$ cat config.mk
export PLATFORM = sky130hd
export DESIGN_NAME = cop_clock_ctl
export DESIGN_NICKNAME = d
export VERILOG_FILES = /design/src/cop_pkg.sv /design/src/cop_div_cell.sv /design/src/cop_clock_ctl.sv
export SDC_FILE = /design/constraint.sdc
export NUM_CORES = 1
export LEC_CHECK = 0
export ABC_AREA = 1
export BUFFER_PORTS_ARGS = -buffer_cell sky130_fd_sc_hd__buf_2
export CORE_MARGIN = 2
export CORE_UTILIZATION = 46
export CTS_CLUSTER_DIAMETER = 200
export DETAILED_ROUTE_END_ITERATION = 7
export PLACE_DENSITY = 0.77
export SLEW_MARGIN = 40
export SYNTH_ARGS = -nofsm -noshare
export SYNTH_HDL_FRONTEND = slang
export SYNTH_SLANG_ARGS = --single-unit
export TNS_END_PERCENT = 5
$ cat constraint.sdc
create_clock -name clk_sys -period 1 [get_ports clk_sys]
set_input_delay 0.2 -clock clk_sys [delete_from_list [all_inputs] [get_ports clk_sys]]
set_output_delay 0.2 -clock clk_sys [all_outputs]
set_load 0.05 [all_outputs]
$ cat src/cop_pkg.sv
// Purpose: shared constants and types for the clock output and power interlock block
// Assumes: one system clock, control bits arrive as plain ports
// Notes: clock output select encodings, divider counts and the write gate fields live here
//
// Contract
// - direct select 1 and source 00b with main clock drives undivided main clock out.
// - direct select 0 and source 10b with main clock drives main clock divided by 8.
// - direct select 0 and source 11b with main clock drives main clock divided by 32.
// - sub clock selected, direct 0, source 01b drives the sub clock out.
// - main clock counts as selected only when sub and on-chip selects are both 0.
// - clock select and output settings take writes only while the unlock bit is 1.
// - data-flash reads get one wait when either wait-control bit is set.
// - a reset with the mode strap high blocks reads of internal program memory.
package cop_pkg;
	localparam logic [1:0] SRC_MAIN = 2'h0;
	localparam logic [1:0] SRC_SUB = 2'h1;
	localparam logic [1:0] SRC_DIV8 = 2'h2;
	localparam logic [1:0] SRC_DIV32 = 2'h3;
	localparam int DIV8_HALF = 4;
	localparam int DIV32_HALF = 16;
	localparam logic [3:0] DIV_CNT_RST = 4'h0;
	localparam logic [1:0] SRC_RST = 2'h0;
	localparam logic DIRECT_RST = 1'b0;
	localparam logic SUBSEL_RST = 1'b0;
	localparam logic OSCSEL_RST = 1'b0;

	// one software write of the protected clock settings
	typedef struct packed {
		logic wrEn;
		logic subSel;
		logic oscSel;
		logic directSel;
		logic [1:0] srcField;
	} cop_clkwr_t;

	// flash access request and its target memory
	typedef struct packed {
		logic req;
		logic isDataFlash;
		logic isProgRom;
	} cop_rdreq_t;
endpackage

$ cat src/cop_div_cell.sv
`timescale 1ns/10ps
// Purpose: divide the main clock input level by a programmable half period
// Assumes: mainClkIn is a level sampled on clk_sys
// Notes: counts edges of the sampled main clock, so output toggles follow it
module cop_div_cell
(
	// clock and reset
	input wire logic clk_sys,
	input wire logic nrst,
	input wire logic clkEn,
	// divider control
	input wire logic mainEdge,
	input wire logic [3:0] halfCount,
	// divided clock
	output logic divOut
);
	import cop_pkg::*;

	logic [3:0] cnt_q;

	// count main clock edges, toggle at each half period
	always_ff @(posedge clk_sys or negedge nrst)
	begin
		if (!nrst)
		begin
			cnt_q <= DIV_CNT_RST;
			divOut <= 1'b0;
		end
		else if (clkEn && mainEdge)
		begin
			if (cnt_q == halfCount)
			begin
				cnt_q <= DIV_CNT_RST;
				divOut <= ~divOut;
			end
			else
				cnt_q <= cnt_q + 4'h1;
		end
	end
endmodule

$ cat src/cop_clock_ctl.sv
`timescale 1ns/10ps
// Purpose: clock output selection, write unlock gate, flash wait and strap read block
// Assumes: main and sub clocks arrive as levels sampled on clk_sys
// Notes: the output mux follows the latched settings; unsupported combinations drive low
module cop_clock_ctl
(
	// clock and reset
	input wire logic clk_sys,
	input wire logic nrst,
	input wire logic clkEn,
	// oscillator levels
	input wire logic mainClkIn,
	input wire logic subClkIn,
	// protected clock settings
	input wire logic clockWriteUnlock,
	input wire cop_pkg::cop_clkwr_t clkWr,
	// flash access
	input wire logic waitInsertBit,
	input wire logic dataFlashWaitBit,
	input wire logic processorModeStrap,
	input wire cop_pkg::cop_rdreq_t rdReq,
	// status and outputs
	output logic clockOutputPin,
	output logic mainSelected,
	output logic readWait,
	output logic progRomBlock,
	output logic progRomGrant
);
	import cop_pkg::*;

	logic subSel_q;
	logic oscSel_q;
	logic directSel_q;
	logic [1:0] src_q;
	logic mainLvl_q;
	logic mainEdge;
	logic div8;
	logic div32;
	logic strapCaught_q;
	logic outNext;

	// main is selected only when both other selects are clear
	assign mainSelected = !subSel_q && !oscSel_q;

	// settings change only while unlocked; locked writes are dropped silently
	always_ff @(posedge clk_sys or negedge nrst)
	begin
		if (!nrst)
		begin
			subSel_q <= SUBSEL_RST;
			oscSel_q <= OSCSEL_RST;
			directSel_q <= DIRECT_RST;
			src_q <= SRC_RST;
		end
		else if (clkEn && clkWr.wrEn && clockWriteUnlock)
		begin
			subSel_q <= clkWr.subSel;
			oscSel_q <= clkWr.oscSel;
			directSel_q <= clkWr.directSel;
			src_q <= clkWr.srcField;
		end
	end

	// remember last main clock level to find its rising edge
	always_ff @(posedge clk_sys or negedge nrst)
	begin
		if (!nrst)
			mainLvl_q <= 1'b0;
		else if (clkEn)
			mainLvl_q <= mainClkIn;
	end

	assign mainEdge = mainClkIn && !mainLvl_q;

	// one divider cell per ratio keeps both phases free running
	cop_div_cell u_div8
	(
		.clk_sys(clk_sys),
		.nrst(nrst),
		.clkEn(clkEn),
		.mainEdge(mainEdge),
		.halfCount(4'(DIV8_HALF - 1)),
		.divOut(div8)
	);

	cop_div_cell u_div32
	(
		.clk_sys(clk_sys),
		.nrst(nrst),
		.clkEn(clkEn),
		.mainEdge(mainEdge),
		.halfCount(4'(DIV32_HALF - 1)),
		.divOut(div32)
	);

	// output mux; main clock is passed as sampled level, one cycle late
	always_comb
	begin
		outNext = 1'b0;
		if (mainSelected && directSel_q && src_q == SRC_MAIN)
			outNext = mainClkIn;
		else if (mainSelected && !directSel_q && src_q == SRC_DIV8)
			outNext = div8;
		else if (mainSelected && !directSel_q && src_q == SRC_DIV32)
			outNext = div32;
		else if (subSel_q && !directSel_q && src_q == SRC_SUB)
			outNext = subClkIn;
	end

	always_ff @(posedge clk_sys or negedge nrst)
	begin
		if (!nrst)
			clockOutputPin <= 1'b0;
		else if (clkEn)
			clockOutputPin <= outNext;
	end

	// data-flash read gets a wait when either wait bit is set
	assign readWait = rdReq.req && rdReq.isDataFlash && (waitInsertBit || dataFlashWaitBit);

	// strap is caught by a clocked process once reset has released
	logic armed_q;
	always_ff @(posedge clk_sys or negedge nrst)
	begin
		if (!nrst)
			armed_q <= 1'b0;
		else if (clkEn)
			armed_q <= 1'b1;
	end

	always_ff @(posedge clk_sys or negedge nrst)
	begin
		if (!nrst)
			strapCaught_q <= 1'b0;
		else if (clkEn && !armed_q)
			strapCaught_q <= processorModeStrap;
	end

	assign progRomBlock = strapCaught_q;
	assign progRomGrant = rdReq.req && rdReq.isProgRom && !strapCaught_q;

	// checker helper: main edges counted since the last visible div8 toggle, kept apart from the cell's counter
	logic div8Prev_q;
	logic [4:0] div8Gap_q;
	always_ff @(posedge clk_sys or negedge nrst)
	begin
		if (!nrst)
		begin
			div8Prev_q <= 1'b0;
			div8Gap_q <= 5'h0;
		end
		else if (clkEn)
		begin
			div8Prev_q <= div8;
			if (div8 != div8Prev_q)
				div8Gap_q <= {4'h0, mainEdge};
			else if (mainEdge)
				div8Gap_q <= div8Gap_q + 5'h1;
		end
	end
endmodule

### Word level (Yosys, flattened, before mapping)

Index checks and enable logic that the tools add are counted.

| cells by class | value |
|---|---|
| equality and inequality tests | 5 |
| bitwise gates (word level) | 2 |
| reduce and logical (&&, ||, !) cells | 27 |
| muxes and demuxes | 6 |
| $add $sub $neg | 2 |

Operators by type and width:

| kind | count |
|---|---|
| logical AND 1 bit | 17 |
| adder 4 x 1 -> 4 bit, second input constant | 2 |
| 2-to-1 mux 4 bit | 2 |
| zero test 1 bit | 6 |
| equality test 2 bit, second input constant | 2 |
| equality test 4 x 2 -> 1 bit, second input constant | 1 |
| equality test 4 bit, second input constant | 1 |
| 2-to-1 mux 1 bit | 4 |
| AND reduction 2 bit | 2 |
| equality test 2 x 1 -> 1 bit, second input constant | 1 |
| zero test 2 bit | 1 |
| NOT 1 bit | 2 |
| logical OR 1 bit | 1 |

| word-level totals | value |
|---|---|
| bits of input ports | 18 |
| register bits | 19 |
| output and inout bits | 5 |
| logic and storage cells | 54 |

### Logic depth before layout (Yosys ltp)

Gate-level depths: netlist (run 1).

| depth | value |
|---|---|
| depth in word-level cells | 7 |
| depth in mapped cells | 6 |
| gate-level depth less buffers | 6 |

### Modules after synthesis

A second synthesis (run 1) with hierarchy kept.

| second synthesis, totals | value |
|---|---|
| cells, all modules | 155 |
| area total of the unflattened synthesis | 1158.6 um^2 |

By module, submodules not included:

| module | seq. area each (um^2) | area each (um^2) | times used | cells each |
|---|---|---|---|---|
| cop_div_cell | 125.1 | 351.6 | 2 | 51 |
| cop_clock_ctl | 225.2 | 455.4 | 1 | 53 |

### Worst setup path before layout (run 1)

OpenSTA, ideal clock, no wires.

| timing | value |
|---|---|
| path type | register to register |
| start | register subSel_q |
| end | register clockOutputPin |
| period minus slack after synthesis | 1.527 ns |
| arrival | 1.449 ns |
| library setup time | 0.077 ns |
| stages on the path, launching flop included | 6 |
| required time | 0.923 ns |
| buffers on the path | 0 |
| slack | -0.527 ns |
| path through | dfrtp_1 > nor2_1 > nand3_1 > nand2_1 > inv_1 > a21oi_1 |

| on the way | value |
|---|---|
| cells in the longest elaborated chain, start to end | 7 |
| elaborated cells between the ends (all ways) | 13 |
| those cells by class | mux (4); reduce/logical (9) |

RTL lines:

| element | line | text |
|---|---|---|
| start: declaration | cop_clock_ctl.sv:31 | `logic subSel_q;` |
| start signal: assignment | cop_clock_ctl.sv:57 | `subSel_q <= clkWr.subSel;` |
| zero test 1 bit * | cop_clock_ctl.sv:43 | `assign mainSelected = !subSel_q && !oscSel_q;` |
| logical AND 1 bit * | cop_clock_ctl.sv:43 |  |
| via mainSelected | cop_clock_ctl.sv:24 | `output logic mainSelected,` |
| logical AND 1 bit | cop_clock_ctl.sv:102, cop_clock_ctl.sv:104 |  |
| logical AND 1 bit | cop_clock_ctl.sv:104 | `else if (mainSelected && !directSel_q && src_q == SRC_DIV32)` |
| 2-to-1 mux 1 bit | cop_clock_ctl.sv:104 |  |
| 2-to-1 mux 1 bit | cop_clock_ctl.sv:102 | `else if (mainSelected && !directSel_q && src_q == SRC_DIV8)` |
| 2-to-1 mux 1 bit * | cop_clock_ctl.sv:100 | `if (mainSelected && directSel_q && src_q == SRC_MAIN)` |
| end signal: assignment | cop_clock_ctl.sv:115 | `clockOutputPin <= outNext;` |
| end: declaration | cop_clock_ctl.sv:23 | `output logic clockOutputPin,` |

The timed path passes the listed nets; every way through them passes the cells marked *.
A chain may end at the register's enable or synchronous reset.

### Worst setup path in the final report (run 1)

| timing | value |
|---|---|
| start | register subSel_q |
| end | output port mainSelected |

| on the way | value |
|---|---|
| cells in the longest elaborated chain, start to end | 2 |

RTL lines:

| element | line |
|---|---|
| zero test 1 bit | cop_clock_ctl.sv:43 |
| logical AND 1 bit | cop_clock_ctl.sv:43 |
| end: declaration | cop_clock_ctl.sv:24 |

Every way passes these cells.

==> summary.md, run 1 <==
| Metric | Value |
|---|---|
| Status | `complete, but fails checks` |
| Failing checks | `negative setup slack` |
| Initial antenna violation count | `0` |
| Largest net degree at the start of global routing | `20` |
| Die Wd | `48.7 microns` |
| Ant diodes | `0` |
| First-pass GRT wire length | `3170 microns` |
| GPL Wtd Cong | `between 0.8 and 0.9` |
| CTS sink cnt | `19` |
| Switching share of power | `a little over a third` |
| WS Path Type | `reg -> out` |
| Leak | `~0.63 nW` |
| H-Tree Level Count | `1` |
| Leading registers by flop count | `u_div32.cnt_q (4), u_div8.cnt_q (4), src_q (2)` |
| Mapped Cells | `100` |
| R2R cell count | `4` |
| Routed WL | `around 1800 microns` |
| CTS buffer count | `3` |
| Layout Skew | `0.956 ps` |
| PwrDens | `about 1900 nW/um^2` |
| Synth area leader | `dfrtp_1` |
| ANT nets after route | `0` |
| Fin. max-slew vios | `0` |
| Period minus WS final | `about 1200 ps` |
| CP required | `about 800 ps` |
| Ys Warns | `0` |
| Power share of the combinational group | `32.8%` |
| Setup violations, final | `9` |
| Core Box Area | `roughly 1900 sq um` |
| Clock slew at the register clock pins of the worst setup and hold paths | `110 ps` |
| Clock power frac | `approximately 18%` |
| CTS tree | `yes` |
| Tightest Pin Transition | `around 400 ps` |
| Placed Cells | `between 150 and 200` |
| Slew headroom | `roughly three quarters` |
| Worst hold path class | `in -> reg` |
| Vias in the first global route | `between 700 and 800` |
| Final hold violations | `0` |
| Fmax | `approximately 810 MHz` |
| Fill cells | `170` |
| Die Ht | `between 40 and 50 microns` |
| CP Capture Type | `output port` |
| Mean post-synth cell area | `around 9.2 sq um` |
| Total GRT Usage | `17.5%` |
| RSZ-0062 raised after global routing | `yes` |
| Final Cycle Share | `124%` |
| Starting density of the core | `between 40% and 50%` |
| # rows | `16` |
| Synth top area cells | `dfrtp_1 52%, nand2_1 7.8%, inv_1 5.7%, nor2_1 4.9%, nand3_1 4.4%` |
| Sequential share of the synthesized area | `between 50 and 60%` |
| Yosys top cell area share | `approximately half` |
| Most common cell after layout, fill and taps aside | `nand2_1` |
| Sequential share of power | `between 40% and 50%` |
| Post-Syn Nets | `120` |
| Synth cell types | `19` |
| I/O Buffers | `22` |
| FF+latch count, synth | `19` |
| Routed len/inst | `roughly 11 microns` |
| Pre-Repair DR Iteration Count | `4` |
| Post-detail-place hpwl | `roughly 1300 microns` |
| Crit path DAT | `~1000 ps` |
| Starting DRT DRC Count | `17` |
| Gr ovfl total | `0` |
| Max-cap violations | `0` |
| Drt drc | `0` |
| Clock Tree Root | `clkbuf_4` |
| CTS max path bufs | `2` |
| Final nets | `roughly 160` |
| Final worst slack | `-239 ps` |
| Most frequent cells in the layout | `19 x nand2_1, 18 x dfrtp_1, 18 x buf_2` |
| Internal Power | `roughly 0.0015 W` |
| Filler-free cell count of the finished design | `roughly 160` |
| Die Area | `roughly 2400 sq um` |
| Crit path launch type | `register` |
| Psw | `approximately 0.00082 W` |
| Crit path max fanout | `2` |
| Hold depth | `2` |
| Share of cells above drive strength 1 | `36.3%` |
| Vias/cell | `4.72` |
| Area growth from synthesis to layout | `31.4%` |
| Worst-Skew Late Latency | `about 310 ps` |
| I/O pins | `23` |
| Vias | `between 700 and 800` |
| Synthesized area | `between 900 and 1000 sq um` |
| Design Power | `about 0.0023 W` |
| Dpl ws | `-71.4 ps` |
| Peak supply drop | `roughly 1400 uV` |
[cell type report]
class                   instances  area [sq um]  share of cell area, %
clock inverters                 1          5.00                  0.415
inverters                      15          56.3                   4.67
clock buffers                   3          22.5                   1.87
repair buffers                 32           216                   18.0
well taps                      27          33.8                   2.80
multi-input cells              65           394                   32.7
flip-flops and latches         19           477                   39.6
[worst max-delay path, stage by stage (launching register included)]
cell     delay [ps]
dfrtp_1         430
nor2_4          140
buf_8           150
[timing repair]
| action | CTS | global route |
|---|---|---|
| setup endpoints to repair | 8 | 15 |
| hold buffers | 1 | 0 |
| pin swaps | 3 | 0 |
| buffers inserted | 2 | 1 |
| gates cloned | 0 | 0 |
| hold endpoints to repair | 19 | 0 |
| resized for setup | 10 | 1 |
[synth_stat cells]
master and number:
inv_1 14, nor2_1 12, ha_1 2, buf_6 1
inv_2 1, nand3_1 8, or2_2 1, nor2_2 1
dfrtp_1 19, nor3_2 1, nand2_1 19, mux2_2 3
o21ai_1 1, a31oi_1 1, nand3_4 2, a21oi_1 4
xor2_1 4, o211a_1 1, o21ai_0 5
[power groups by stage]
stage | registers (W) | clock network, W | logic (W)
5_1_grt | 0.00117 | 0.000432 | 0.000867
4_1_cts | 0.00115 | 0.000409 | 0.000742
6_report | 0.00115 | 0.000405 | 0.000758
3_3_place_gp | 0.00114 | 0 | 0.000658
3_5_place_dp | 0.00116 | 0 | 0.000682
2_1_floorplan | 0.00117 | 0 | 0.000409
[worst paths after layout]
check / startpoint / end / slack (ps)
worst max register to register: u_div32.cnt_q[1] / u_div32.divOut / -70
max in group asynchronous: nrst / progRomBlock / 360
min in group asynchronous: nrst / u_div8.cnt_q[0] / 330
worst min register to register: armed_q / armed_q / 480
worst max-delay path: subSel_q / mainSelected / -240
worst min-delay path: clkWr[3] / oscSel_q / 110
[metal layers]
layer	vias up	wire, microns	GRT usage [%]
li1	386	-	-
met1	353	738	20.9
met2	21	940	29.0
met3	4	60	1.54
met4	0	61	13.3
met5	-	0	0
[cell families (layout without fill, tap and decap cells)]
group / after synthesis / in the layout / synth area share (%)
fa+ha+maj: 2 / 2 / 2.73
simple gates: 44 / 44 / 23.3
mux: 3 / 3 / 3.68
compound gates: 12 / 12 / 7.23
flops: 19 / 19 / 51.8
xor+xnor: 4 / 4 / 3.82
buf+inv: 16 / 51 / 7.37
[per-stage QoR]
stage / instance area, sq um / hold slack [ps] / setup TNS [ps] / util [%]
after floorplan: 933 / -95.6 / -109 / -
after global placement: 1110 / 157 / 0 / 57.8
after detailed placement: 1110 / 159 / -117 / 57.8
after CTS: 1190 / 108 / -871 / 62.1
after global routing: 1200 / 114 / -2070 / 62.7
final: 1200 / 109 / -937 / 62.7
No activity file was read; power rests on OpenSTA's default activity.
==> inputs of run 2 (changes only) <==
Settings changed: CORE_ASPECT_RATIO from default to 1.75, CORE_UTILIZATION 46 to 40, PLACE_DENSITY 0.77 to default, PLACE_DENSITY_LB_ADDON from default to 0.15.
==> run 2 against run 1 <==
- the run still ends with negative setup slack left
- sequential share of layout area down 0.12 points
- die area is 14% higher
- power grew 5.0%
- largest power group unchanged
- highest routed layer unchanged
==> summary.md, run 2 (synthesis gave the netlist of run 1 again) <==
| Metric | Value |
|---|---|
| First-pass GRT wire length | `2840 microns (was 3170 microns)` |
| Clock slew at the register clock pins of the worst setup and hold paths | `70 ps (was 110 ps)` |
| CP Capture Type | `output port (unchanged)` |
| Status | `complete, but fails checks (unchanged)` |
| Routed len/inst | `11.2 microns (was 11.1 microns)` |
| Gr ovfl total | `0 (unchanged)` |
| Pre-Repair DR Iteration Count | `4 (unchanged)` |
| Cell Chain, Critical Path | `nor2_4, buf_6 (was nor2_4, buf_8)` |
| PwrDens | `2010 nW/um^2 (was 1920 nW/um^2)` |
| Internal Power | `0.00161 W (was 0.00149 W)` |
| Peak supply drop | `922 uV (was 1360 uV)` |
| WS Path Type | `reg -> out (unchanged)` |
| # rows | `23 (was 16)` |
| I/O pins | `23 (unchanged)` |
| Setup violations, final | `7 (was 9)` |
| Starting DRT DRC Count | `5 (was 17)` |
| Drt drc | `0 (unchanged)` |
| Cell family with most CP delay | `flip-flops (unchanged)` |
| Die Area | `2710 sq um (was 2370 sq um)` |
| Final worst slack | `-156 ps (was -239 ps)` |
| Switching share of power | `33.6% (was 35.5%)` |
| Core Box Area | `2240 sq um (was 1920 sq um)` |
| Most frequent cells in the layout | `19 x nand2_1, 18 x dfrtp_1, 18 x buf_2 (unchanged)` |
| H-Tree Level Count | `1 (unchanged)` |
| Initial antenna violation count | `0 (unchanged)` |
| Vias/cell | `4.89 (was 4.72)` |
| Ant diodes | `0 (unchanged)` |
| Leak | `0.620 nW (was 0.631 nW)` |
| Post-detail-place hpwl | `1330 microns (was 1310 microns)` |
| CTS sink cnt | `19 (unchanged)` |
| Area growth from synthesis to layout | `31.8% (was 31.4%)` |
| Fin. max-slew vios | `0 (unchanged)` |
| Final nets | `153 (was 156)` |
| Worst-Skew Late Latency | `250 ps (was 310 ps)` |
| ANT nets after route | `0 (unchanged)` |
| RSZ-0062 raised after global routing | `yes (unchanged)` |
| Vias in the first global route | `723 (was 790)` |
| Sequential share of power | `47.3% (was 49.7%)` |
| Clock power frac | `22.0% (was 17.5%)` |
| Total GRT Usage | `15.3% (was 17.5%)` |
| CTS max path bufs | `2 (unchanged)` |
| Starting density of the core | `40.9% (was 47.7%)` |
| Crit path DAT | `960 ps (was 1040 ps)` |
| Buf+Inv Stages, Crit Path | `1 (unchanged)` |
| Vias | `767 (was 764)` |
| Worst hold path class | `in -> reg (unchanged)` |
| Die Wd | `40.2 microns (was 48.7 microns)` |
| CP max stage delay | `410 ps (was 430 ps)` |
| Setup TNS | `-437 ps (was -937 ps)` |
| Slowest-stage cell, CP | `dfrtp_1 (unchanged)` |
| Fmax | `865 MHz (was 807 MHz)` |
| Psw | `0.000816 W (was 0.000821 W)` |
| Crit path max fanout | `2 (unchanged)` |
| Die Ht | `67.3 microns (was 48.7 microns)` |
| CTS tree | `yes (unchanged)` |
| Failing checks | `negative setup slack (unchanged)` |
| Leading registers by flop count | `u_div32.cnt_q (4), u_div8.cnt_q (4), src_q (2) (unchanged)` |
| Layout Skew | `2.34 ps (was 0.956 ps)` |
| Max-cap violations | `0 (unchanged)` |
| Largest net degree at the start of global routing | `20 (unchanged)` |
| Layout Utilization | `53.8% (was 62.7%)` |
| Share of cells above drive strength 1 | `35.6% (was 36.3%)` |
| GPL Wtd Cong | `0.683 (was 0.808)` |
| Tightest Pin Transition | `430 ps (was 405 ps)` |
| Final Cycle Share | `116% (was 124%)` |
| Routed WL | `1760 microns (was 1800 microns)` |
| CP Launch Point | `oscSel_q (was subSel_q)` |
| Power share of the combinational group | `30.7% (was 32.8%)` |
| CTS buffer count | `3 (unchanged)` |
| CP required | `800 ps (about the same)` |
| Crit path launch type | `register (unchanged)` |
| Worst Hold Launch | `clkWr[0] (was clkWr[3])` |
| Final hold violations | `0 (unchanged)` |
| Most common cell after layout, fill and taps aside | `nand2_1 (unchanged)` |
| R2r startpoint | `mainLvl_q (was u_div32.cnt_q[1])` |
| Slew headroom | `71.3% (was 73.0%)` |
| Clock Tree Root | `clkbuf_8 (was clkbuf_4)` |
| I/O Buffers | `22 (unchanged)` |
| Period minus WS final | `1160 ps (was 1240 ps)` |
## run 2: final cells by class
type | count | area (sq um)
inverter | 15 | 58.8
tap | 25 | 31.3
clock buffer | 4 | 45.0
sequential | 19 | 477
fill | 208 | 1040
timing repair buffer | 29 | 194
multi-input combinational | 65 | 403
## run 2: power by group through the flow
stage	sequential, W	clock (W)	combinational [W]
finish	0.00115	0.000534	0.000745
global route	0.00118	0.000571	0.000845
CTS	0.00115	0.000540	0.000736
detailed placement	0.00116	0	0.000678
global placement	0.00115	0	0.000653
floorplan	0.00117	0	0.000409
## run 2: timing repair
action	CTS	global route
cloned	0	0
setup buffers	2	0
hold endpoints to repair	19	0
hold buffers	1	0
setup endpoints to repair	7	13
gates resized for setup	8	7
pin swaps	1	1
## run 2: worst paths after layout
check	cells after the start	slack [ps]	to
worst max-delay path	2	-160	mainSelected
worst min-delay path	2	170	src_q[0]
worst max register to register	6	-40	u_div32.cnt_q[3]
worst min register to register	1	470	u_div32.divOut
max in group asynchronous	2	260	progRomBlock
min in group asynchronous	2	410	u_div8.cnt_q[2]
## run 2: routing by layer
metal  wire length, microns  global-route usage (%)  vias up
met4                     27                    7.50        0
met5                      0                       0        -
met2                    942                    27.2       17
li1                       -                       -      380
met3                     82                    1.97        4
met1                    706                    16.7      366
## run 2: metrics by stage
step           cell area [sq um]  power, W  cells  setup WS (ps)  hold slack (ps)
2_1_floorplan                933   0.00157    100          -95.6            -95.6
3_3_place_gp                1090   0.00180    150          -5.98              164
3_5_place_dp                1090   0.00184    150          -69.8              165
4_1_cts                     1190   0.00242    157           -169              174
5_1_grt                     1210   0.00260    157           -198              178
6_report                    1210   0.00243    157           -156              173
